<file path="src/common/gpio_port_pkg.sv">
/*
 * Constants for the eight-pin general purpose port: register map, field
 * positions, sense codes, reset values and virtual port layout.
 * Assumes a single peripheral clock and a plain strobe register port.
 */
// How it works
// - Events come only from clocked logic; no asynchronous event path exists.
// - Edge events fire only after the new pin value was clocked in.
// - Level sense: low gives no event, high gives one every cycle.
// - Low level events need the invert bit, which feeds the sense logic.
// - Sense code picks the signal event; data event carries pin value, except with sense code 7 (buffer off), when it is zero.
// - Enabled peripheral override replaces direction, output or pin value.
// - Direction and output overrides are plain ports, never visible through registers; value override shows in the input register.
// - Peripheral clock or channel 0 event can be routed to a chosen pin.
// - A routed event stands on the pin exactly as long as it lasts.
// - One pin configuration write updates every pin set in the mask.
// - Four virtual slots alias port registers; writes act like real ones.
// - Output enable bit one makes the pin an output, zero an input.
// - Set strobe register sets enable bits; reads return output enable.
// - Clear strobe register clears enable bits; reads return output enable.
// - Flip strobe register inverts enable bits; reads return output enable.
// - Drive level sets pin high or low only while it is an output.
// - Set strobe register sets drive bits; reads return drive level.
// - Clear strobe register clears drive bits; reads return drive level.
// - Flip strobe register inverts drive bits; reads return drive level.
// - Input register shows pin level; disabled buffer means no sampling.
// - Input register and flop before it form a two-stage synchroniser.
// - Sense field: 0 both, 1 rise, 2 fall, 3 level, 7 buffer off.
// - Invert bit inverts both driven output and sampled input.
package gpio_port_pkg;
   localparam int PINS = 8;
   localparam int ADDR_W = 6;
   localparam int VSLOTS = 4;
   // Real port registers
   localparam logic [5:0] OFS_OE = 6'h00;
   localparam logic [5:0] OFS_OE_SET = 6'h01;
   localparam logic [5:0] OFS_OE_CLEAR = 6'h02;
   localparam logic [5:0] OFS_OE_FLIP = 6'h03;
   localparam logic [5:0] OFS_DRIVE = 6'h04;
   localparam logic [5:0] OFS_DRIVE_SET = 6'h05;
   localparam logic [5:0] OFS_DRIVE_CLEAR = 6'h06;
   localparam logic [5:0] OFS_DRIVE_FLIP = 6'h07;
   localparam logic [5:0] OFS_SAMPLE = 6'h08;
   localparam logic [5:0] OFS_PINCFG = 6'h10;
   localparam logic [5:0] OFS_MPC_MASK = 6'h18;
   localparam logic [5:0] OFS_ROUTE = 6'h19;
   localparam logic [5:0] OFS_VMAP = 6'h1C;
   localparam logic [5:0] OFS_VPORT = 6'h20;
   // Address groups of four (address bits 5:2) and of eight (bits 5:3)
   localparam logic [3:0] GRP_OE = 4'h0;
   localparam logic [3:0] GRP_DRIVE = 4'h1;
   localparam logic [3:0] GRP_VMAP = 4'h7;
   localparam logic [3:0] GRP_VPORT = 4'h8;
   localparam logic [2:0] GRP_PINCFG = 3'h2;
   // Strobe operations, taken from address bits 1:0
   localparam logic [1:0] OP_WRITE = 2'h0;
   localparam logic [1:0] OP_SET = 2'h1;
   localparam logic [1:0] OP_CLEAR = 2'h2;
   localparam logic [1:0] OP_FLIP = 2'h3;
   // Registers inside one virtual slot
   localparam logic [1:0] VSUB_OE = 2'h0;
   localparam logic [1:0] VSUB_DRIVE = 2'h1;
   localparam logic [1:0] VSUB_SAMPLE = 2'h2;
   // Pin configuration fields
   localparam int CFG_INV_BIT = 6;
   localparam int CFG_SENSE_LSB = 0;
   localparam logic [7:0] CFG_WMASK = 8'h7F;
   localparam logic [2:0] SENSE_BOTH = 3'h0;
   localparam logic [2:0] SENSE_RISE = 3'h1;
   localparam logic [2:0] SENSE_FALL = 3'h2;
   localparam logic [2:0] SENSE_LEVEL = 3'h3;
   localparam logic [2:0] SENSE_OFF = 3'h7;
   // Clock and event routing control fields
   localparam int ROUTE_PIN_LSB = 0;
   localparam int ROUTE_CLK_BIT = 3;
   localparam int ROUTE_EVT_BIT = 4;
   localparam logic [7:0] ROUTE_WMASK = 8'h1F;
   // Reset values
   localparam logic [7:0] RESET_BYTE = 8'h00;
   localparam logic [3:0] VMAP_NONE = 4'hF;
endpackage

</file>
<file path="src/rtl/gpio_port.sv">
/*
 * Eight-pin general purpose port: direction and drive registers with
 * set, clear and flip strobes, synchronised pin sampling, per-pin sense
 * and invert, events, peripheral override, clock and event routing,
 * multi-pin configuration and four virtual register slots.
 * Assumes the register master follows the one-cycle strobe protocol, pin
 * inputs are asynchronous, and override and event inputs share CLOCK_I.
 */
// The plain strobed port was decided locally.
`timescale 1ns/100ps
module gpio_port #(
   parameter logic [3:0] PORT_NUM = 4'h0
) (
   input wire logic CLOCK_I,
   input wire logic RST_N_I,
   input wire logic [gpio_port_pkg::ADDR_W-1:0] ADDR_I,
   input wire logic [7:0] WR_DATA_I,
   input wire logic WR_EN_I,
   input wire logic RD_EN_I,
   output logic [7:0] RD_DATA_O,
   input wire logic [gpio_port_pkg::PINS-1:0] PIN_I,
   output logic [gpio_port_pkg::PINS-1:0] PIN_OUT_O,
   output logic [gpio_port_pkg::PINS-1:0] PIN_OE_O,
   input wire logic [gpio_port_pkg::PINS-1:0] OVR_DIR_EN_I,
   input wire logic [gpio_port_pkg::PINS-1:0] OVR_DIR_I,
   input wire logic [gpio_port_pkg::PINS-1:0] OVR_OUT_EN_I,
   input wire logic [gpio_port_pkg::PINS-1:0] OVR_OUT_I,
   input wire logic [gpio_port_pkg::PINS-1:0] OVR_VAL_EN_I,
   input wire logic [gpio_port_pkg::PINS-1:0] OVR_VAL_I,
   input wire logic EVT_CH0_I,
   output logic [gpio_port_pkg::PINS-1:0] EVT_SIGNAL_O,
   output logic [gpio_port_pkg::PINS-1:0] EVT_DATA_O,
   output logic [gpio_port_pkg::PINS-1:0] CLK_ROUTE_O
);
   import gpio_port_pkg::*;

   // ************************************************************
   // Declarations and helpers
   // ************************************************************
   logic [7:0] oe_ff;
   logic [7:0] drive_ff;
   logic [7:0] pin_cfg_ff [PINS];
   logic [7:0] mpc_mask_ff;
   logic [7:0] route_ff;
   logic [3:0] vmap_ff [VSLOTS];
   logic [7:0] sync1_ff;
   logic [7:0] sync2_ff;
   logic [7:0] prev_ff;
   logic [7:0] rd_data_ff;
   logic [7:0] pin_out_ff;
   logic [7:0] pin_oe_ff;
   logic [7:0] evt_signal_ff;
   logic [7:0] evt_data_ff;
   logic [7:0] clk_route_ff;
   logic [7:0] value_eff;
   logic [7:0] nxt_evt_signal;
   logic [7:0] nxt_pin_out;
   logic [7:0] nxt_pin_oe;
   logic [7:0] nxt_clk_route;
   logic [7:0] rd_val;
   logic [VSLOTS-1:0] v_match;
   logic v_any;
   logic [1:0] v_sub;
   logic oe_wr;
   logic drive_wr;
   logic [1:0] oe_op;
   logic [1:0] drive_op;
   logic cfg_wr;
   logic [2:0] route_sel;

   // Shared by both strobe groups; zero bits keep the target bit in set, clear and flip
   function automatic logic [7:0] grp_update(input logic [7:0] cur,
                                            input logic [7:0] wd,
                                            input logic [1:0] op);
      logic [7:0] res;
      res = cur;
      case (op)
         OP_WRITE: res = wd;
         OP_SET: res = cur | wd;
         OP_CLEAR: res = cur & ~wd;
         default: res = cur ^ wd;
      endcase
      return res;
   endfunction

   // ************************************************************
   // Address decode, including the virtual slots
   // ************************************************************
   for (genvar k = 0; k < VSLOTS; k++) begin : g_vslot
      // A slot only answers when software has mapped it to this port
      assign v_match[k] = (vmap_ff[k] == PORT_NUM) && (ADDR_I[5:2] == (GRP_VPORT + 4'(k)));
   end
   assign v_any = |v_match;
   assign v_sub = ADDR_I[1:0];

   // Virtual writes land on the same update path as real ones
   assign oe_wr = WR_EN_I && ((ADDR_I[5:2] == GRP_OE) || (v_any && v_sub == VSUB_OE));
   assign drive_wr = WR_EN_I && ((ADDR_I[5:2] == GRP_DRIVE) || (v_any && v_sub == VSUB_DRIVE));
   assign oe_op = v_any ? OP_WRITE : ADDR_I[1:0];
   assign drive_op = v_any ? OP_WRITE : ADDR_I[1:0];
   assign cfg_wr = WR_EN_I && (ADDR_I[5:3] == GRP_PINCFG);
   assign route_sel = route_ff[ROUTE_PIN_LSB +: 3];

   // ************************************************************
   // Direction and drive level registers
   // ************************************************************
   // Output enable: plain write plus set, clear and flip strobes
   always_ff @(posedge CLOCK_I or negedge RST_N_I) begin
      if (!RST_N_I) begin
         oe_ff <= RESET_BYTE;
      end else if (oe_wr) begin
         oe_ff <= grp_update(oe_ff, WR_DATA_I, oe_op);
      end
   end

   // Drive level, same strobe scheme
   always_ff @(posedge CLOCK_I or negedge RST_N_I) begin
      if (!RST_N_I) begin
         drive_ff <= RESET_BYTE;
      end else if (drive_wr) begin
         drive_ff <= grp_update(drive_ff, WR_DATA_I, drive_op);
      end
   end

   // ************************************************************
   // Pin configuration, multi-pin mask, routing and slot maps
   // ************************************************************
   // A masked write fans out to every selected pin, else only the addressed one
   always_ff @(posedge CLOCK_I or negedge RST_N_I) begin
      if (!RST_N_I) begin
         for (int i = 0; i < PINS; i++) begin
            pin_cfg_ff[i] <= RESET_BYTE;
         end
      end else if (cfg_wr) begin
         for (int i = 0; i < PINS; i++) begin
            if ((mpc_mask_ff != RESET_BYTE) ? mpc_mask_ff[i] : (ADDR_I[2:0] == 3'(i))) begin
               pin_cfg_ff[i] <= WR_DATA_I & CFG_WMASK;
            end
         end
      end
   end

   // Mask is spent by the write it steers, so a later write is single-pin again
   always_ff @(posedge CLOCK_I or negedge RST_N_I) begin
      if (!RST_N_I) begin
         mpc_mask_ff <= RESET_BYTE;
      end else if (WR_EN_I && ADDR_I == OFS_MPC_MASK) begin
         mpc_mask_ff <= WR_DATA_I;
      end else if (cfg_wr) begin
         mpc_mask_ff <= RESET_BYTE;
      end
   end

   // Clock and event routing control
   always_ff @(posedge CLOCK_I or negedge RST_N_I) begin
      if (!RST_N_I) begin
         route_ff <= RESET_BYTE;
      end else if (WR_EN_I && ADDR_I == OFS_ROUTE) begin
         route_ff <= WR_DATA_I & ROUTE_WMASK;
      end
   end

   // Virtual slot maps; reset leaves every slot unmapped
   always_ff @(posedge CLOCK_I or negedge RST_N_I) begin
      if (!RST_N_I) begin
         for (int k = 0; k < VSLOTS; k++) begin
            vmap_ff[k] <= VMAP_NONE;
         end
      end else if (WR_EN_I && ADDR_I[5:2] == GRP_VMAP) begin
         vmap_ff[ADDR_I[1:0]] <= WR_DATA_I[3:0];
      end
   end

   // ************************************************************
   // Pin sampling
   // ************************************************************
   // Two-flop synchroniser; the second stage is the input register itself
   always_ff @(posedge CLOCK_I or negedge RST_N_I) begin
      if (!RST_N_I) begin
         sync1_ff <= RESET_BYTE;
         sync2_ff <= RESET_BYTE;
      end else begin
         sync1_ff <= PIN_I;
         sync2_ff <= sync1_ff;
      end
   end

   // ************************************************************
   // Per-pin sense, invert and drive
   // ************************************************************
   for (genvar p = 0; p < PINS; p++) begin : g_pin
      logic [2:0] sense;
      logic inv;
      logic out_bit;
      assign sense = pin_cfg_ff[p][CFG_SENSE_LSB +: 3];
      assign inv = pin_cfg_ff[p][CFG_INV_BIT];

      // Override wins; a disabled buffer is never sampled and reads zero
      always_comb begin
         if (OVR_VAL_EN_I[p]) begin
            value_eff[p] = OVR_VAL_I[p];
         end else if (sense == SENSE_OFF) begin
            value_eff[p] = 1'b0;
         end else begin
            value_eff[p] = sync2_ff[p] ^ inv;
         end
      end

      // Edges compare against the previous clocked value, so nothing fires unclocked
      always_comb begin
         case (sense)
            SENSE_BOTH: nxt_evt_signal[p] = value_eff[p] ^ prev_ff[p];
            SENSE_RISE: nxt_evt_signal[p] = value_eff[p] & ~prev_ff[p];
            SENSE_FALL: nxt_evt_signal[p] = ~value_eff[p] & prev_ff[p];
            SENSE_LEVEL: nxt_evt_signal[p] = value_eff[p];
            default: nxt_evt_signal[p] = 1'b0;
         endcase
      end

      // Drive path: override, invert, then routed event on the chosen pin
      assign out_bit = (OVR_OUT_EN_I[p] ? OVR_OUT_I[p] : drive_ff[p]) ^ inv;
      always_comb begin
         nxt_clk_route[p] = route_ff[ROUTE_CLK_BIT] && route_sel == 3'(p);
         if (route_ff[ROUTE_EVT_BIT] && route_sel == 3'(p)) begin
            nxt_pin_out[p] = EVT_CH0_I;
            nxt_pin_oe[p] = 1'b1;
         end else begin
            nxt_pin_out[p] = out_bit;
            nxt_pin_oe[p] = nxt_clk_route[p] | (OVR_DIR_EN_I[p] ? OVR_DIR_I[p] : oe_ff[p]);
         end
      end
   end

   // ************************************************************
   // Events
   // ************************************************************
   // Signal and data events are registered; no path bypasses the clock
   always_ff @(posedge CLOCK_I or negedge RST_N_I) begin
      if (!RST_N_I) begin
         prev_ff <= RESET_BYTE;
         evt_signal_ff <= RESET_BYTE;
         evt_data_ff <= RESET_BYTE;
      end else begin
         prev_ff <= value_eff;
         evt_signal_ff <= nxt_evt_signal;
         evt_data_ff <= value_eff;
      end
   end
   assign EVT_SIGNAL_O = evt_signal_ff;
   assign EVT_DATA_O = evt_data_ff;

   // ************************************************************
   // Pin drive outputs
   // ************************************************************
   // Registered so pads see no decode glitches; costs one cycle of latency
   always_ff @(posedge CLOCK_I or negedge RST_N_I) begin
      if (!RST_N_I) begin
         pin_out_ff <= RESET_BYTE;
         pin_oe_ff <= RESET_BYTE;
         clk_route_ff <= RESET_BYTE;
      end else begin
         pin_out_ff <= nxt_pin_out;
         pin_oe_ff <= nxt_pin_oe;
         clk_route_ff <= nxt_clk_route;
      end
   end
   assign PIN_OUT_O = pin_out_ff;
   assign PIN_OE_O = pin_oe_ff;
   assign CLK_ROUTE_O = clk_route_ff;

   // ************************************************************
   // Read path
   // ************************************************************
   // Strobe registers read back their target; unmapped addresses read zero
   always_comb begin
      rd_val = RESET_BYTE;
      if (ADDR_I[5:2] == GRP_OE) begin
         rd_val = oe_ff;
      end else if (ADDR_I[5:2] == GRP_DRIVE) begin
         rd_val = drive_ff;
      end else if (ADDR_I == OFS_SAMPLE) begin
         rd_val = value_eff;
      end else if (ADDR_I[5:3] == GRP_PINCFG) begin
         rd_val = pin_cfg_ff[ADDR_I[2:0]];
      end else if (ADDR_I == OFS_MPC_MASK) begin
         rd_val = mpc_mask_ff;
      end else if (ADDR_I == OFS_ROUTE) begin
         rd_val = route_ff;
      end else if (ADDR_I[5:2] == GRP_VMAP) begin
         rd_val = {4'h0, vmap_ff[ADDR_I[1:0]]};
      end else if (v_any) begin
         case (v_sub)
            VSUB_OE: rd_val = oe_ff;
            VSUB_DRIVE: rd_val = drive_ff;
            VSUB_SAMPLE: rd_val = value_eff;
            default: rd_val = RESET_BYTE;
         endcase
      end
   end

   // Read data stand only in the cycle after the strobe
   always_ff @(posedge CLOCK_I or negedge RST_N_I) begin
      if (!RST_N_I) begin
         rd_data_ff <= RESET_BYTE;
      end else begin
         rd_data_ff <= RD_EN_I ? rd_val : RESET_BYTE;
      end
   end
   assign RD_DATA_O = rd_data_ff;
endmodule

</file>
<file path="config.mk">
export PLATFORM = sky130hd
export DESIGN_NAME = gpio_port
export DESIGN_NICKNAME = d
export VERILOG_FILES = /design/src/common/gpio_port_pkg.sv /design/src/rtl/gpio_port.sv
export SDC_FILE = /design/constraint.sdc
export NUM_CORES = 1
export LEC_CHECK = 0
export CAP_MARGIN = 20
export CORE_MARGIN = 2
export CORE_UTILIZATION = 60
export DETAILED_ROUTE_END_ITERATION = 8
export DONT_BUFFER_PORTS = 1
export GPL_TIMING_DRIVEN = 0
export PLACE_DENSITY_LB_ADDON = 0.3
export SKIP_LAST_GASP = 1
export SLEW_MARGIN = 20
export SYNTH_ARGS = -nofsm -noshare
export SYNTH_HDL_FRONTEND = slang
export SYNTH_SLANG_ARGS = --single-unit
export TNS_END_PERCENT = 20
</file>
<file path="constraint.sdc">
create_clock -name CLOCK_I -period 3.2 [get_ports CLOCK_I]
set_clock_uncertainty 0.15 [all_clocks]
set_input_delay 0.16 -clock CLOCK_I [delete_from_list [all_inputs] [get_ports CLOCK_I]]
set_output_delay 0.16 -clock CLOCK_I [all_outputs]
set_load 0.02 [all_outputs]
</file>
==> reports/metrics.csv <==
stage,metric,value,unit
clocking,clk sinks,165,
floorplanning,Core Box Area,15100,um2
clocking,H-Tree Depth,4,
final_layout,Nets,1043,
floorplanning,IO Pins,123,
placed_design,port bufs,0,
power,cell-internal power,0.00436,W
drt,router iterations before antenna repair,5,
final_layout,# fillers,1081,
floorplanning,Die H,128,um
power,Comb power frac,0.223,
clocking,CTS tree,yes,
clocking,Clock Latency Late Sink,0.44,ns
placed_design,gpl congestion,0.970,
placed_design,"worst slack, placed",0.318,ns
sta,Worst Hold Slack,-0.741,ns
power,Seq pwr share,0.472,
final_layout,post-route insts no fill,1121,
worst_hold_path,worst hold path type,in2async,
setup_path,Crit. End Element,register,
sta,final worst slack,0.199,ns
clocking,"Clk pin slew, worst setup/hold paths",0.07,ns
drt,via count,7455,
yosys,sequential cell area fraction in the yosys report,0.449,
drt,post-DR wirelength/cell,25.7,um
grt,Overall Global Routing Usage,0.367,
yosys,synthesized area,9240,um2
power,NetSw,0.00222,W
final_layout,storage element area,4150,um2
drt,drt total wl,28800,um
final_layout,"commonest non-fill, non-tap cell in the layout",dfrtp_1,
clocking,clk buf depth,2,
grt,vias in the first global route,7746,
sta,Worst-Margin Slew,0.977,ns
setup_path,CP Launch Type,register,
setup_path,WP data arrival,3.15,ns
final_layout,P&R area growth vs syn,15.1,%
clocking,root buf cell,clkbuf_16,
placed_design,HPWL after DPL,20200,um
yosys,Gate Count Post-Synth,843,
setup_path,Worst EP required,3.35,ns
grt,global route total overflow,0,
final_layout,layout cell share with drive strength beyond 1,0.209,
yosys,Ys Warns,0,
status,status,"complete, but fails checks",
sta,Slew Limit Fails,0,
yosys,Synth Net Count,966,
setup_path,critical setup path kind,reg2reg,
power,VDD IR max,0.441,mV
floorplanning,# rows,45,
power,Clk pwr share,0.306,
setup_path,worst-path fanout max,10,
final_layout,n_diodes,0,
yosys,asr flop ratio synth,1.00,
yosys,synth unique cells,56,
final_layout,most frequent cells in the layout,"149 x dfrtp_1, 82 x mux2_2, 68 x nand2_1",
clocking,Post-CTS Setup Repair Bufs,0,
drt,post-route ant nets,0,
grt,largest net degree at the start of global routing,166,
power,leak pwr,4.72,nW
clocking,hold_buf cts,58,
status,failing checks,hold timing,
power,Cell Pwr Density,619,nW/um2
clocking,post-cts sizing count,0,
drt,drt first-iter violations,939,
sta,slew margin rel.,0.342,
grt,initial antenna violation count,0,
power,switching share of power,0.337,
yosys,Main synth FF type,dfrtp_1,
sta,minimum clock period,3.00,ns
floorplanning,Starting Density,0.610,
grt,global-route wire length before repair,44400,um
clocking,CTS Buf Count,17,
sta,unrepaired setup endpoints after global routing,false,
yosys,Yosys reg bits,165,
floorplanning,die area,16400,um2
floorplanning,Horiz. Die Dim,128,um
sta,fin crit share,0.938,
sta,FMAX,333,MHz
sta,Setup TNS,0,ns
placed_design,placed insts,1031,
sta,final setup fails,0,
drt,DRC viols,0,
final_layout,area of the multi-input gates,4710,um2
drt,vias per std cell,6.65,
sta,Hold Fails Final Rpt,166,
run,MaxCap Viol Count,0,
yosys,"EDFF count, synth",0,
yosys,Avg Inst Size Synth,11.0,um2
-- power groups by stage --
stage / Clock (W) / Sequential, W / Combinational [W]
6_report: 0.00201 / 0.00310 / 0.00147
5_1_grt: 0.00211 / 0.00315 / 0.00161
4_1_cts: 0.00202 / 0.00309 / 0.00144
3_5_place_dp: 0 / 0.00312 / 0.00131
3_3_place_gp: 0 / 0.00309 / 0.00125
2_1_floorplan: 0 / 0.00294 / 0.00102
-- area by class of cell --
| type | instances | share of cell area |
|---|---|---|
| buffer | 45 | 0.0191 |
| clock buffer | 19 | 0.0426 |
| clock inverter | 13 | 0.0115 |
| inverter | 47 | 0.0166 |
| multi-input combinational | 586 | 0.443 |
| sequential | 165 | 0.390 |
| tap | 188 | 0.0221 |
| timing repair buffer | 58 | 0.0546 |
-- routing by layer --
layer | part of all wire | up-vias | global-route usage | routed length (um)
li1 | - | 3219 | - | -
met3 | 0.090 | 93 | 0.0760 | 2590
met4 | 0.046 | 0 | 0.188 | 1340
met1 | 0.40 | 3703 | 0.483 | 11500
met2 | 0.47 | 440 | 0.581 | 13400
met5 | 0 | - | 0 | 0
-- critical path: stages, from the launching register on --
cell	delay (ns)
dfstp_2	0.37
nor4_1	0.49
nand3_1	0.17
a41oi_1	0.73
buf_2	0.44
nor2_1	0.09
o41ai_1	0.42
-- per-stage QoR --
step	hold slack (ns)	area [um2]	utilization	power [W]
floorplan	-0.286	9240	-	0.00397
global placement	-0.282	9470	0.625	0.00434
detailed placement	-0.282	9480	0.626	0.00443
CTS	-0.743	10600	0.702	0.00654
global route	-0.750	10600	0.702	0.00686
finish	-0.741	10600	0.702	0.00658
-- cells by family after synthesis --
family | count (synthesis) | synth area share
AOI/OAI and AO/OA | 175 | 0.130
xor gates and xnor gates | 16 | 0.0152
adders and majority gates | 48 | 0.0650
buffers and inverters | 92 | 0.0410
DFF | 165 | 0.449
muxes | 127 | 0.179
and+or+nand+nor | 220 | 0.121
-- state kept, by name, summed over array words and instances (netlist names) --
signal	cells
CLK_ROUTE_O	8
EVT_DATA_O	8
EVT_SIGNAL_O	8
PIN_OE_O	8
PIN_OUT_O	8
RD_DATA_O	8
drive_ff	8
g_pin.inv	8
g_pin.sense	24
mpc_mask_ff	8
oe_ff	8
pin_cfg_ff	24
route_ff	5
sync1_ff	8
sync2_ff	8
vmap_ff	16
-- cell usage after synthesis, types with 4 or more instances --
cell type / n / area share
a22oi_1: 9 / 0.0073
buf_1: 5 / 0.0020
nor2b_1: 15 / 0.010
o31ai_1: 14 / 0.011
mux2i_1: 23 / 0.025
nand2_1: 68 / 0.028
ha_1: 48 / 0.065
dfrtp_1: 149 / 0.40
a32oi_1: 4 / 0.0038
buf_2: 14 / 0.0076
a221oi_1: 11 / 0.010
o211ai_1: 14 / 0.011
nor2_1: 50 / 0.020
dfstp_2: 16 / 0.046
o221a_2: 5 / 0.0061
nand3b_1: 7 / 0.0057
nand3_1: 27 / 0.015
nor3_1: 4 / 0.0022
inv_1: 47 / 0.019
nor2_2: 5 / 0.0034
o221ai_1: 4 / 0.0038
o22ai_1: 5 / 0.0034
and2_1: 7 / 0.0047
nand2b_1: 7 / 0.0047
and3_1: 10 / 0.0068
a211oi_1: 13 / 0.011
a21oi_1: 31 / 0.017
mux2_2: 82 / 0.10
o21ai_0: 37 / 0.020
xnor2_1: 14 / 0.013
clkbuf_1: 22 / 0.0089
mux4_2: 22 / 0.054
nor4_1: 5 / 0.0034
a31oi_1: 10 / 0.0068
-- path summary, 6_finish.rpt --
check,startpoint,to,slack [ns],cells after the start
max in group asynchronous,RST_N_I,vmap_ff[6],3.38,0
min in group CLOCK_I,OVR_OUT_I[7],PIN_OUT_O[7],-0.03,3
worst min-delay path,RST_N_I,PIN_OUT_O[3],-0.74,0
worst min register to register,sync1_ff[6],sync2_ff[6],0.20,0
worst max register to register,vmap_ff[0],drive_ff[5],0.20,6
worst max-delay path,vmap_ff[0],drive_ff[5],0.20,6
(Power assumes the default switching activity.)
